## src/hdl/cffim_map.vh

```
`ifndef CFFIM_MAP_VH
`define CFFIM_MAP_VH
// register addresses on the register port
`define CFFIM_ADDR_FAULT_A 8'h26
`define CFFIM_ADDR_FAULT_B 8'h27
`define CFFIM_ADDR_MASK_A 8'h28
`define CFFIM_ADDR_MASK_B 8'h29
`define CFFIM_ADDR_MASK_C 8'h2a
`define CFFIM_REG_RESET 8'h00
`define CFFIM_DATA_ZERO 8'h00
// writable bits per register; the rest read zero
`define CFFIM_MASK_A_WR 8'hff
`define CFFIM_MASK_B_WR 8'hd7
`define CFFIM_MASK_C_WR 8'h7f
// field positions
`define CFFIM_BIT_IN1_OV 0
`define CFFIM_BIT_SYS_SHORT 7
`define CFFIM_BIT_SYS_OV 6
`define CFFIM_BIT_TSHUT 2
// number of event positions, one per mask bit, the three reserved positions included
`define CFFIM_NUM_EVT 24
`endif

```

## src/hdl/cffim_fault_mask.v

```verilog
`timescale 1ns/1ps
`include "cffim_map.vh"
// Notes on behaviour
// - fault_status_a bit 0 reads 1 while input 1 is overvoltage; cleared at reset.
// - fault_status_b bit 6 reads 1 while switching stops for system overvoltage.
// - fault_status_b bit 2 reads 1 while the thermal shutdown detector level is high.
// - all mask bits reset to 0 at power-on and on register-reset command.
// - mask_a bit 7 gates pulse for entering input-current regulation.
// - mask_a bit 6 gates pulse for entering input-voltage regulation.
// - mask_a bit 5 gates pulse for host watchdog expiry.
// - mask_a bit 4 gates interrupt for weak source detection.
// - mask_a bit 3 gates interrupt for each power-good toggle.
// - mask_a bits 2..0 gate presence changes of input 2, input 1, bus input.
// - mask_b bit 7 gates interrupt on charging status change.
// - mask_b bit 6 gates interrupt on current optimizer status change.
// - mask_b bit 4 gates interrupt on bus input status change.
// - mask_b bit 2 gates interrupt on entering thermal regulation.
// - mask_b bit 1 gates interrupt on battery presence change.
// - mask_b bit 0 gates interrupt on port detection status change.
// - mask_c bits 6 and 5 gate data-line detect done and one-shot conversion done.
// - mask_c bit 4 gates pulse on entering or leaving minimum system regulation.
// - mask_c bits 3..0 gate fast, trickle, precharge and top-off timer expiry.
module cffim_fault_mask (
  input wire core_clk,
  input wire rst,
  input wire regRstCmd,
  input wire regWrite,
  input wire [7:0] regAddr,
  input wire [7:0] regWrData,
  output reg [7:0] regRdData,
  input wire input1OvDet,
  input wire sysShortDet,
  input wire sysOvStopDet,
  input wire thermalShutDet,
  input wire inputCurrentRegEnter,
  input wire inputVoltageRegEnter,
  input wire hostWatchdogExpire,
  input wire weakSourceDet,
  input wire powerGood,
  input wire input2Present,
  input wire input1Present,
  input wire busInputPresent,
  input wire chargeStateChange,
  input wire optimizerStateChange,
  input wire busInputStateChange,
  input wire thermalRegEnter,
  input wire batteryPresent,
  input wire portDetectChange,
  input wire dataLineDetectDone,
  input wire conversionDone,
  input wire minSysRegChange,
  input wire fastChargeTimerExpire,
  input wire trickleTimerExpire,
  input wire prechargeTimerExpire,
  input wire topoffTimerExpire,
  output wire irqPulse
);
  // detector levels come from the analog side, so two stages first
  localparam NSYNC = 23;
  reg [NSYNC-1:0] syncA;
  reg [NSYNC-1:0] syncB;
  reg [NSYNC-1:0] prevB;
  wire [NSYNC-1:0] rawIn;
  reg [7:0] charger_irq_mask_a;
  reg [7:0] charger_irq_mask_b;
  reg [7:0] charger_irq_mask_c;
  reg input1_overvoltage_flag;
  reg system_rail_short_flag;
  reg system_rail_overvoltage_flag;
  reg thermal_shutdown_flag;
  wire [NSYNC-1:0] rise;
  wire [`CFFIM_NUM_EVT-1:0] events;
  wire [`CFFIM_NUM_EVT-1:0] masks;
  wire pgToggle;
  wire [7:0] next_regRdData;
  reg [7:0] rdMux;

  assign rawIn = {
    input1OvDet,
    sysShortDet,
    sysOvStopDet,
    thermalShutDet,
    inputCurrentRegEnter,
    inputVoltageRegEnter,
    hostWatchdogExpire,
    weakSourceDet,
    powerGood,
    input2Present,
    input1Present,
    busInputPresent,
    chargeStateChange,
    optimizerStateChange,
    busInputStateChange,
    thermalRegEnter,
    batteryPresent,
    portDetectChange,
    dataLineDetectDone,
    conversionDone,
    minSysRegChange,
    fastChargeTimerExpire,
    trickleTimerExpire};

  // last two timers kept apart: [1] precharge, [0] top-off
  reg [1:0] tailA;
  reg [1:0] tailB;
  reg [1:0] tailPrev;
  wire [1:0] tailRise;

  always @(posedge core_clk) begin
    if (rst) begin
      syncA <= {NSYNC{1'b0}};
      syncB <= {NSYNC{1'b0}};
      prevB <= {NSYNC{1'b0}};
      tailA <= {2{1'b0}};
      tailB <= {2{1'b0}};
      tailPrev <= {2{1'b0}};
    end else begin
      syncA <= rawIn;
      syncB <= syncA;
      prevB <= syncB;
      tailA <= {prechargeTimerExpire, topoffTimerExpire};
      tailB <= tailA;
      tailPrev <= tailB;
    end
  end

  genvar g;
  generate
    for (g = 0; g < NSYNC; g = g + 1) begin : g_edge
      assign rise[g] = syncB[g] & ~prevB[g];
    end
  endgenerate

  assign tailRise = tailB & ~tailPrev;

  // presence inputs are levels: any change counts, rising or falling
  assign pgToggle = syncB[14] ^ prevB[14];

  // one named strobe per event, high for one cycle
  wire evtInputCurrentReg = rise[18];
  wire evtInputVoltageReg = rise[17];
  wire evtHostWatchdog = rise[16];
  wire evtWeakSource = rise[15];
  wire evtPowerGood = pgToggle;
  wire evtInput2Presence = syncB[13] ^ prevB[13];
  wire evtInput1Presence = syncB[12] ^ prevB[12];
  wire evtBusPresence = syncB[11] ^ prevB[11];
  wire evtChargeState = rise[10];
  wire evtOptimizerState = rise[9];
  wire evtBusInputState = rise[8];
  wire evtThermalReg = rise[7];
  wire evtBatteryPresence = syncB[6] ^ prevB[6];
  wire evtPortDetect = rise[5];
  wire evtDataLineDone = rise[4];
  wire evtConversionDone = rise[3];
  // minimum system regulation counts on entry and on exit alike
  wire evtMinSysReg = syncB[2] ^ prevB[2];
  wire evtFastTimer = rise[1];
  wire evtTrickleTimer = rise[0];
  wire evtPrechargeTimer = tailRise[1];
  wire evtTopoffTimer = tailRise[0];

  // named mask fields; reserved positions always hold 0
  wire input_current_regulation_irq_mask;
  wire input_voltage_regulation_irq_mask;
  wire host_watchdog_irq_mask;
  wire weak_source_irq_mask;
  wire power_good_irq_mask;
  wire input2_presence_irq_mask;
  wire input1_presence_irq_mask;
  wire bus_input_presence_irq_mask;
  wire charge_state_irq_mask;
  wire current_optimizer_irq_mask;
  wire maskBRsvd5;
  wire bus_input_state_irq_mask;
  wire maskBRsvd3;
  wire thermal_regulation_irq_mask;
  wire battery_presence_irq_mask;
  wire port_detect_done_irq_mask;
  wire maskCRsvd7;
  wire data_line_detect_done_irq_mask;
  wire conversion_done_irq_mask;
  wire min_system_regulation_irq_mask;
  wire fast_charge_timer_irq_mask;
  wire trickle_timer_irq_mask;
  wire precharge_timer_irq_mask;
  wire topoff_timer_irq_mask;
  assign {input_current_regulation_irq_mask,
    input_voltage_regulation_irq_mask,
    host_watchdog_irq_mask,
    weak_source_irq_mask,
    power_good_irq_mask,
    input2_presence_irq_mask,
    input1_presence_irq_mask,
    bus_input_presence_irq_mask} = charger_irq_mask_a;
  assign {charge_state_irq_mask,
    current_optimizer_irq_mask,
    maskBRsvd5,
    bus_input_state_irq_mask,
    maskBRsvd3,
    thermal_regulation_irq_mask,
    battery_presence_irq_mask,
    port_detect_done_irq_mask} = charger_irq_mask_b;
  assign {maskCRsvd7,
    data_line_detect_done_irq_mask,
    conversion_done_irq_mask,
    min_system_regulation_irq_mask,
    fast_charge_timer_irq_mask,
    trickle_timer_irq_mask,
    precharge_timer_irq_mask,
    topoff_timer_irq_mask} = charger_irq_mask_c;

  // event order matches mask bit order: mask_a[7:0], mask_b[7:0], mask_c[7:0]
  assign events = {
    evtInputCurrentReg,
    evtInputVoltageReg,
    evtHostWatchdog,
    evtWeakSource,
    evtPowerGood,
    evtInput2Presence,
    evtInput1Presence,
    evtBusPresence,
    evtChargeState,
    evtOptimizerState,
    1'b0,
    evtBusInputState,
    1'b0,
    evtThermalReg,
    evtBatteryPresence,
    evtPortDetect,
    1'b0,
    evtDataLineDone,
    evtConversionDone,
    evtMinSysReg,
    evtFastTimer,
    evtTrickleTimer,
    evtPrechargeTimer,
    evtTopoffTimer};
  assign masks = {
    input_current_regulation_irq_mask,
    input_voltage_regulation_irq_mask,
    host_watchdog_irq_mask,
    weak_source_irq_mask,
    power_good_irq_mask,
    input2_presence_irq_mask,
    input1_presence_irq_mask,
    bus_input_presence_irq_mask,
    charge_state_irq_mask,
    current_optimizer_irq_mask,
    maskBRsvd5,
    bus_input_state_irq_mask,
    maskBRsvd3,
    thermal_regulation_irq_mask,
    battery_presence_irq_mask,
    port_detect_done_irq_mask,
    maskCRsvd7,
    data_line_detect_done_irq_mask,
    conversion_done_irq_mask,
    min_system_regulation_irq_mask,
    fast_charge_timer_irq_mask,
    trickle_timer_irq_mask,
    precharge_timer_irq_mask,
    topoff_timer_irq_mask};

  cffim_pulse_gate #(
    .WIDTH(`CFFIM_NUM_EVT)
  ) u_gate (
    .core_clk(core_clk),
    .rst(rst),
    .eventIn(events),
    .maskIn(masks),
    .irqPulse(irqPulse)
  );

  // writes to the flag registers match no strobe and are dropped
  wire wrMaskA = regWrite && (regAddr == `CFFIM_ADDR_MASK_A);
  wire wrMaskB = regWrite && (regAddr == `CFFIM_ADDR_MASK_B);
  wire wrMaskC = regWrite && (regAddr == `CFFIM_ADDR_MASK_C);

  // mask registers: register-reset wins over a write in the same cycle
  always @(posedge core_clk) begin
    if (rst || regRstCmd) begin
      charger_irq_mask_a <= `CFFIM_REG_RESET;
    end else if (wrMaskA) begin
      charger_irq_mask_a <= regWrData & `CFFIM_MASK_A_WR;
    end
  end

  always @(posedge core_clk) begin
    if (rst || regRstCmd) begin
      charger_irq_mask_b <= `CFFIM_REG_RESET;
    end else if (wrMaskB) begin
      charger_irq_mask_b <= regWrData & `CFFIM_MASK_B_WR;
    end
  end

  always @(posedge core_clk) begin
    if (rst || regRstCmd) begin
      charger_irq_mask_c <= `CFFIM_REG_RESET;
    end else if (wrMaskC) begin
      charger_irq_mask_c <= regWrData & `CFFIM_MASK_C_WR;
    end
  end

  // synchronised flag levels; flags follow them, not latched
  wire input1OvLevel = syncB[22];
  wire sysShortLevel = syncB[21];
  wire sysOvLevel = syncB[20];
  wire thermalShutLevel = syncB[19];

  // flags follow the synchronised detector levels
  always @(posedge core_clk) begin
    if (rst) begin
      input1_overvoltage_flag <= 1'b0;
      system_rail_short_flag <= 1'b0;
      system_rail_overvoltage_flag <= 1'b0;
      thermal_shutdown_flag <= 1'b0;
    end else begin
      input1_overvoltage_flag <= input1OvLevel;
      system_rail_short_flag <= sysShortLevel;
      system_rail_overvoltage_flag <= sysOvLevel;
      thermal_shutdown_flag <= thermalShutLevel;
    end
  end

  // read decode; unmapped addresses read zero
  always @* begin
    rdMux = `CFFIM_DATA_ZERO;
    if (regAddr == `CFFIM_ADDR_FAULT_A) begin
      rdMux[`CFFIM_BIT_IN1_OV] = input1_overvoltage_flag;
    end else if (regAddr == `CFFIM_ADDR_FAULT_B) begin
      rdMux[`CFFIM_BIT_SYS_SHORT] = system_rail_short_flag;
      rdMux[`CFFIM_BIT_SYS_OV] = system_rail_overvoltage_flag;
      rdMux[`CFFIM_BIT_TSHUT] = thermal_shutdown_flag;
    end else if (regAddr == `CFFIM_ADDR_MASK_A) begin
      rdMux = charger_irq_mask_a;
    end else if (regAddr == `CFFIM_ADDR_MASK_B) begin
      rdMux = charger_irq_mask_b;
    end else if (regAddr == `CFFIM_ADDR_MASK_C) begin
      rdMux = charger_irq_mask_c;
    end
  end
  assign next_regRdData = rdMux;

  always @(posedge core_clk) begin
    if (rst) begin
      regRdData <= `CFFIM_DATA_ZERO;
    end else begin
      regRdData <= next_regRdData;
    end
  end
endmodule // cffim_fault_mask

```

## src/hdl/cffim_pulse_gate.v

```verilog
`timescale 1ns/1ps
// one mask bit per event; a set bit stops that event from reaching the output
module cffim_pulse_gate #(
  parameter WIDTH = 24
) (
  input wire core_clk,
  input wire rst,
  input wire [WIDTH-1:0] eventIn,
  input wire [WIDTH-1:0] maskIn,
  output reg irqPulse
);
  wire [WIDTH-1:0] passed;
  genvar i;
  generate
    for (i = 0; i < WIDTH; i = i + 1) begin : g_gate
      assign passed[i] = eventIn[i] & ~maskIn[i];
    end
  endgenerate
  always @(posedge core_clk) begin
    if (rst) begin
      irqPulse <= 1'b0;
    end else begin
      irqPulse <= |passed;
    end
  end
endmodule // cffim_pulse_gate

```

## config.mk

```make
export PLATFORM = sky130hd
export DESIGN_NAME = cffim_fault_mask
export DESIGN_NICKNAME = d
export VERILOG_FILES = /design/src/hdl/cffim_fault_mask.v /design/src/hdl/cffim_pulse_gate.v
export VERILOG_INCLUDE_DIRS = /design/src /design/src/hdl
export SDC_FILE = /design/constraint.sdc
export NUM_CORES = 1
export LEC_CHECK = 0
export BUFFER_PORTS_ARGS = -buffer_cell sky130_fd_sc_hd__buf_4
export CORE_MARGIN = 5
export CORE_UTILIZATION = 45
export CTS_CLUSTER_SIZE = 40
export DETAILED_ROUTE_END_ITERATION = 10
export GPL_ROUTABILITY_DRIVEN = 0
export PLACE_DENSITY = 0.65
export SYNTH_ARGS = -nofsm -noshare
export SYNTH_HDL_FRONTEND = slang
export SYNTH_SLANG_ARGS = --single-unit
```

## constraint.sdc

```tcl
create_clock -name core_clk -period 2.4 [get_ports core_clk]
set_input_delay 0.48 -clock core_clk [delete_from_list [all_inputs] [get_ports core_clk]]
set_output_delay 0.48 -clock core_clk [all_outputs]
set_load 0.03 [all_outputs]
```

==> metrics.csv <==
stage;metric;value;unit
outcome;status;complete, no violations;
setup_path;critPathLaunchType;flop;
place;dp.cells;458;
layout;layout-drive-gt1-share;20.4;%
power;p_leak;1.79;nW
setup_path;cp_data_arrival_time;1.78;ns
timing;slew_headroom;72.5;%
logic_synthesis;avgSynthCellArea;11.0;um2
setup_path;critPathKind;reg -> reg;
logic_synthesis;ys_ff_latch;105;
timing;final_max_slew_viol_count;0;
die;die_area;0.00956;mm2
route;vias_per_cell;4.66;
route;wl;5970;um
clock_tree;clk_pin_slew;0.10;ns
die;dieWidth;97.8;um
clock_tree;ctsLongestPathBuffers;2;
clock_tree;ctsRootBufferMaster;clkbuf_8;
logic_synthesis;yosysWarnings;0;
route;ant_nets;0;
layout;stdcell_count;474;
layout;antenna_cells;0;
global_route;grt_pass1_vias;2151;
power;vdd_drop_max;0.414;mV
setup_path;endpoint_kind;flop;
route;firstDrtPassIters;4;
die;fp.coreArea;0.00761;mm2
global_route;grt_overflow;0;
flow_run;max_cap_violations;0;
logic_synthesis;syn_inst;314;
global_route;grt_use_total;13.5;%
logic_synthesis;synth_nets;359;
power;total_power;3.07;mW
global_route;grt_pass1_wl;10200;um
clock_tree;post_cts_buffers;0;
die;rows;32;
setup_path;path_max_fanout;3;
timing;hold_slack;0.330;ns
setup_path;cp.required;2.63;ns
clock_tree;h-tree-depth;3;
global_route;grt_max_degree;39;
place;dp_hpwl;4370;um
timing;report.final.hold_viol_count;0;
logic_synthesis;syn_area;0.00347;mm2
setup_path;crit_chain;nor3b_1 -> or4_1 -> nor4_1 -> a31oi_1;
route;drc;0;
timing;setup_tns;0;ns
worst_hold_path;hp-class;in -> reg;
clock_tree;cts_resized;0;
timing;finalCritPeriodShare;64.4;%
setup_path;slowest_stage;or4_1;
clock_tree;cts_buffers;9;
power;power_density;737;mW/mm2
timing;worst_pin_slew;0.412;ns
timing;fin_crit;1.55;ns
place;postPlaceCellArea;0.00396;mm2
timing;setup_viol;0;
clock_tree;cts_tree;built;
clock_tree;clock_latency;0.35;ns
logic_synthesis;synth.yosys.seq_area_share;60.6;%
route;wl_per_cell;12.6;um
layout;final_nets;412;
route;drtIter0Drc;97;
layout;areaGrowthSynthToFinish;20.1;%
clock_tree;cts-hold-fix-buffers;0;
global_route;antenna_found_initial;0;
logic_synthesis;yosysUniqueCellTypes;28;
timing;rsz0062_at_grt;no;
clock_tree;cts_sinks;105;
timing;fmax;647;MHz
timing;fin_skew;0.00957;ns
place;io_buffers;53;
die;boundaryPins;54;
die;initial_core_util;45.6;%
route;vias;2211;
setup_path;crit_path_max_incr_delay;0.58;ns
layout;design_area;0.00416;mm2
die;fp.dieH;97.8;um
==> final timing paths <==
kind,slack (ns),start,cells past startpoint,to
hold / removal,0.33,prechargeTimerExpire,2,tailA[1]
setup / recovery,0.85,charger_irq_mask_c[0],4,u_gate.irqPulse
setup reg to reg,0.85,charger_irq_mask_c[0],4,u_gate.irqPulse
hold reg to reg,0.44,syncA[3],1,syncB[3]
==> cell usage after synthesis <==
cell | instances | area (um2)
a21oi_1 | 5 | 25.0
a22oi_1 | 2 | 15.0
a31oi_1 | 1 | 6.26
a32oi_1 | 2 | 17.5
and3_1 | 1 | 6.26
buf_2 | 3 | 15.0
clkbuf_1 | 11 | 41.3
dfxtp_1 | 105 | 2100
inv_1 | 2 | 7.51
mux2_2 | 1 | 11.3
mux2i_1 | 26 | 260
nand2_1 | 3 | 11.3
nand2b_1 | 2 | 12.5
nand3b_1 | 3 | 22.5
nand4_2 | 2 | 25.0
nand4b_1 | 1 | 8.76
nor2_1 | 27 | 101
nor2b_1 | 77 | 482
nor3_1 | 5 | 25.0
nor3b_1 | 16 | 120
nor4_1 | 2 | 12.5
nor4b_4 | 1 | 23.8
o21ai_0 | 4 | 20.0
o22ai_1 | 3 | 18.8
o2bb2ai_1 | 1 | 8.76
or2_2 | 1 | 6.26
or4_1 | 1 | 7.51
xnor2_1 | 6 | 52.6
==> layout make-up <==
type | count | area, um2
fillers | 698 | 3440
flip-flops and latches | 105 | 2100
multi-input cells | 193 | 1300
repair buffers | 56 | 420
clock buffers | 11 | 141
well taps | 102 | 128
clock inverters | 5 | 63.8
inverters | 2 | 7.51
==> cells in the final DEF (no fill, tap or decap), types with 2 or more instances in the layout <==
cell | synthesis | routed
nand3b_1 | 3 | 3
nand2_1 | 3 | 3
nor3_1 | 5 | 5
buf_4 | 0 | 56
inv_1 | 2 | 2
a22oi_1 | 2 | 2
nand2b_1 | 2 | 2
o22ai_1 | 3 | 3
o21ai_0 | 4 | 4
clkbuf_8 | 0 | 10
nor2b_1 | 77 | 77
nor4_1 | 2 | 2
dfxtp_1 | 105 | 105
clkinv_4 | 0 | 2
a21oi_1 | 5 | 5
nand4_2 | 2 | 2
nor3b_1 | 16 | 16
mux2i_1 | 26 | 26
xnor2_1 | 6 | 6
a32oi_1 | 2 | 2
nor2_1 | 27 | 27
==> logic make-up (layout without fill, tap and decap cells) <==
kind of cell,count (synthesis),in the layout,share of synthesized area (%)
xor gates and xnor gates,6,6,1.52
DFF,105,105,60.6
buffers and inverters,16,74,1.84
muxes,27,27,7.83
AOI/OAI and AO/OA,18,18,3.21
and+or+nand+nor,142,142,24.9
==> state kept, by name (all words and copies together), names as in the netlist <==
name / count
syncB: 23
tailPrev: 2
u_gate.irqPulse: 1
tailA: 2
prevB: 19
system_rail_short_flag: 1
thermal_shutdown_flag: 1
input1_overvoltage_flag: 1
system_rail_overvoltage_flag: 1
tailB: 2
regRdData: 8
syncA: 23
charger_irq_mask_b: 6
charger_irq_mask_c: 7
charger_irq_mask_a: 8
==> worst max-delay path: cells and delay by family, from the launching register on <==
kind | cells | cell delay [ns]
and+or+nand+nor | 3 | 0.93
AOI/OAI and AO/OA | 1 | 0.11
DFF | 1 | 0.39
==> where the power goes <==
group | leakage (nW) | internal (mW) | total [mW] | switching, mW
clock | 0.100 | 0.519 | 1.08 | 0.561
sequential | 0.859 | 1.79 | 1.81 | 0.0149
combinational | 0.829 | 0.102 | 0.180 | 0.0787
==> metal layers <==
| layer | global-route usage, % | part of all wire (%) | vias up |
|---|---|---|---|
| met3 | 3.36 | 5.3 | 9 |
| met5 | 0 | 0 | - |
| met2 | 21.2 | 46 | 66 |
| li1 | - | - | 1134 |
| met1 | 17.5 | 47 | 1002 |
| met4 | 6.39 | 1.6 | 0 |
==> per-stage QoR <==
| stage | utilization, % | setup WS [ns] |
|---|---|---|
| finish | 54.7 | 0.855 |
| global route | 54.7 | 0.647 |
| CTS | 54.7 | 0.832 |
| detailed placement | 52.0 | 0.577 |
| global placement | 52.0 | 0.618 |
| floorplan | - | 0.877 |
(Power assumes the default switching activity.)
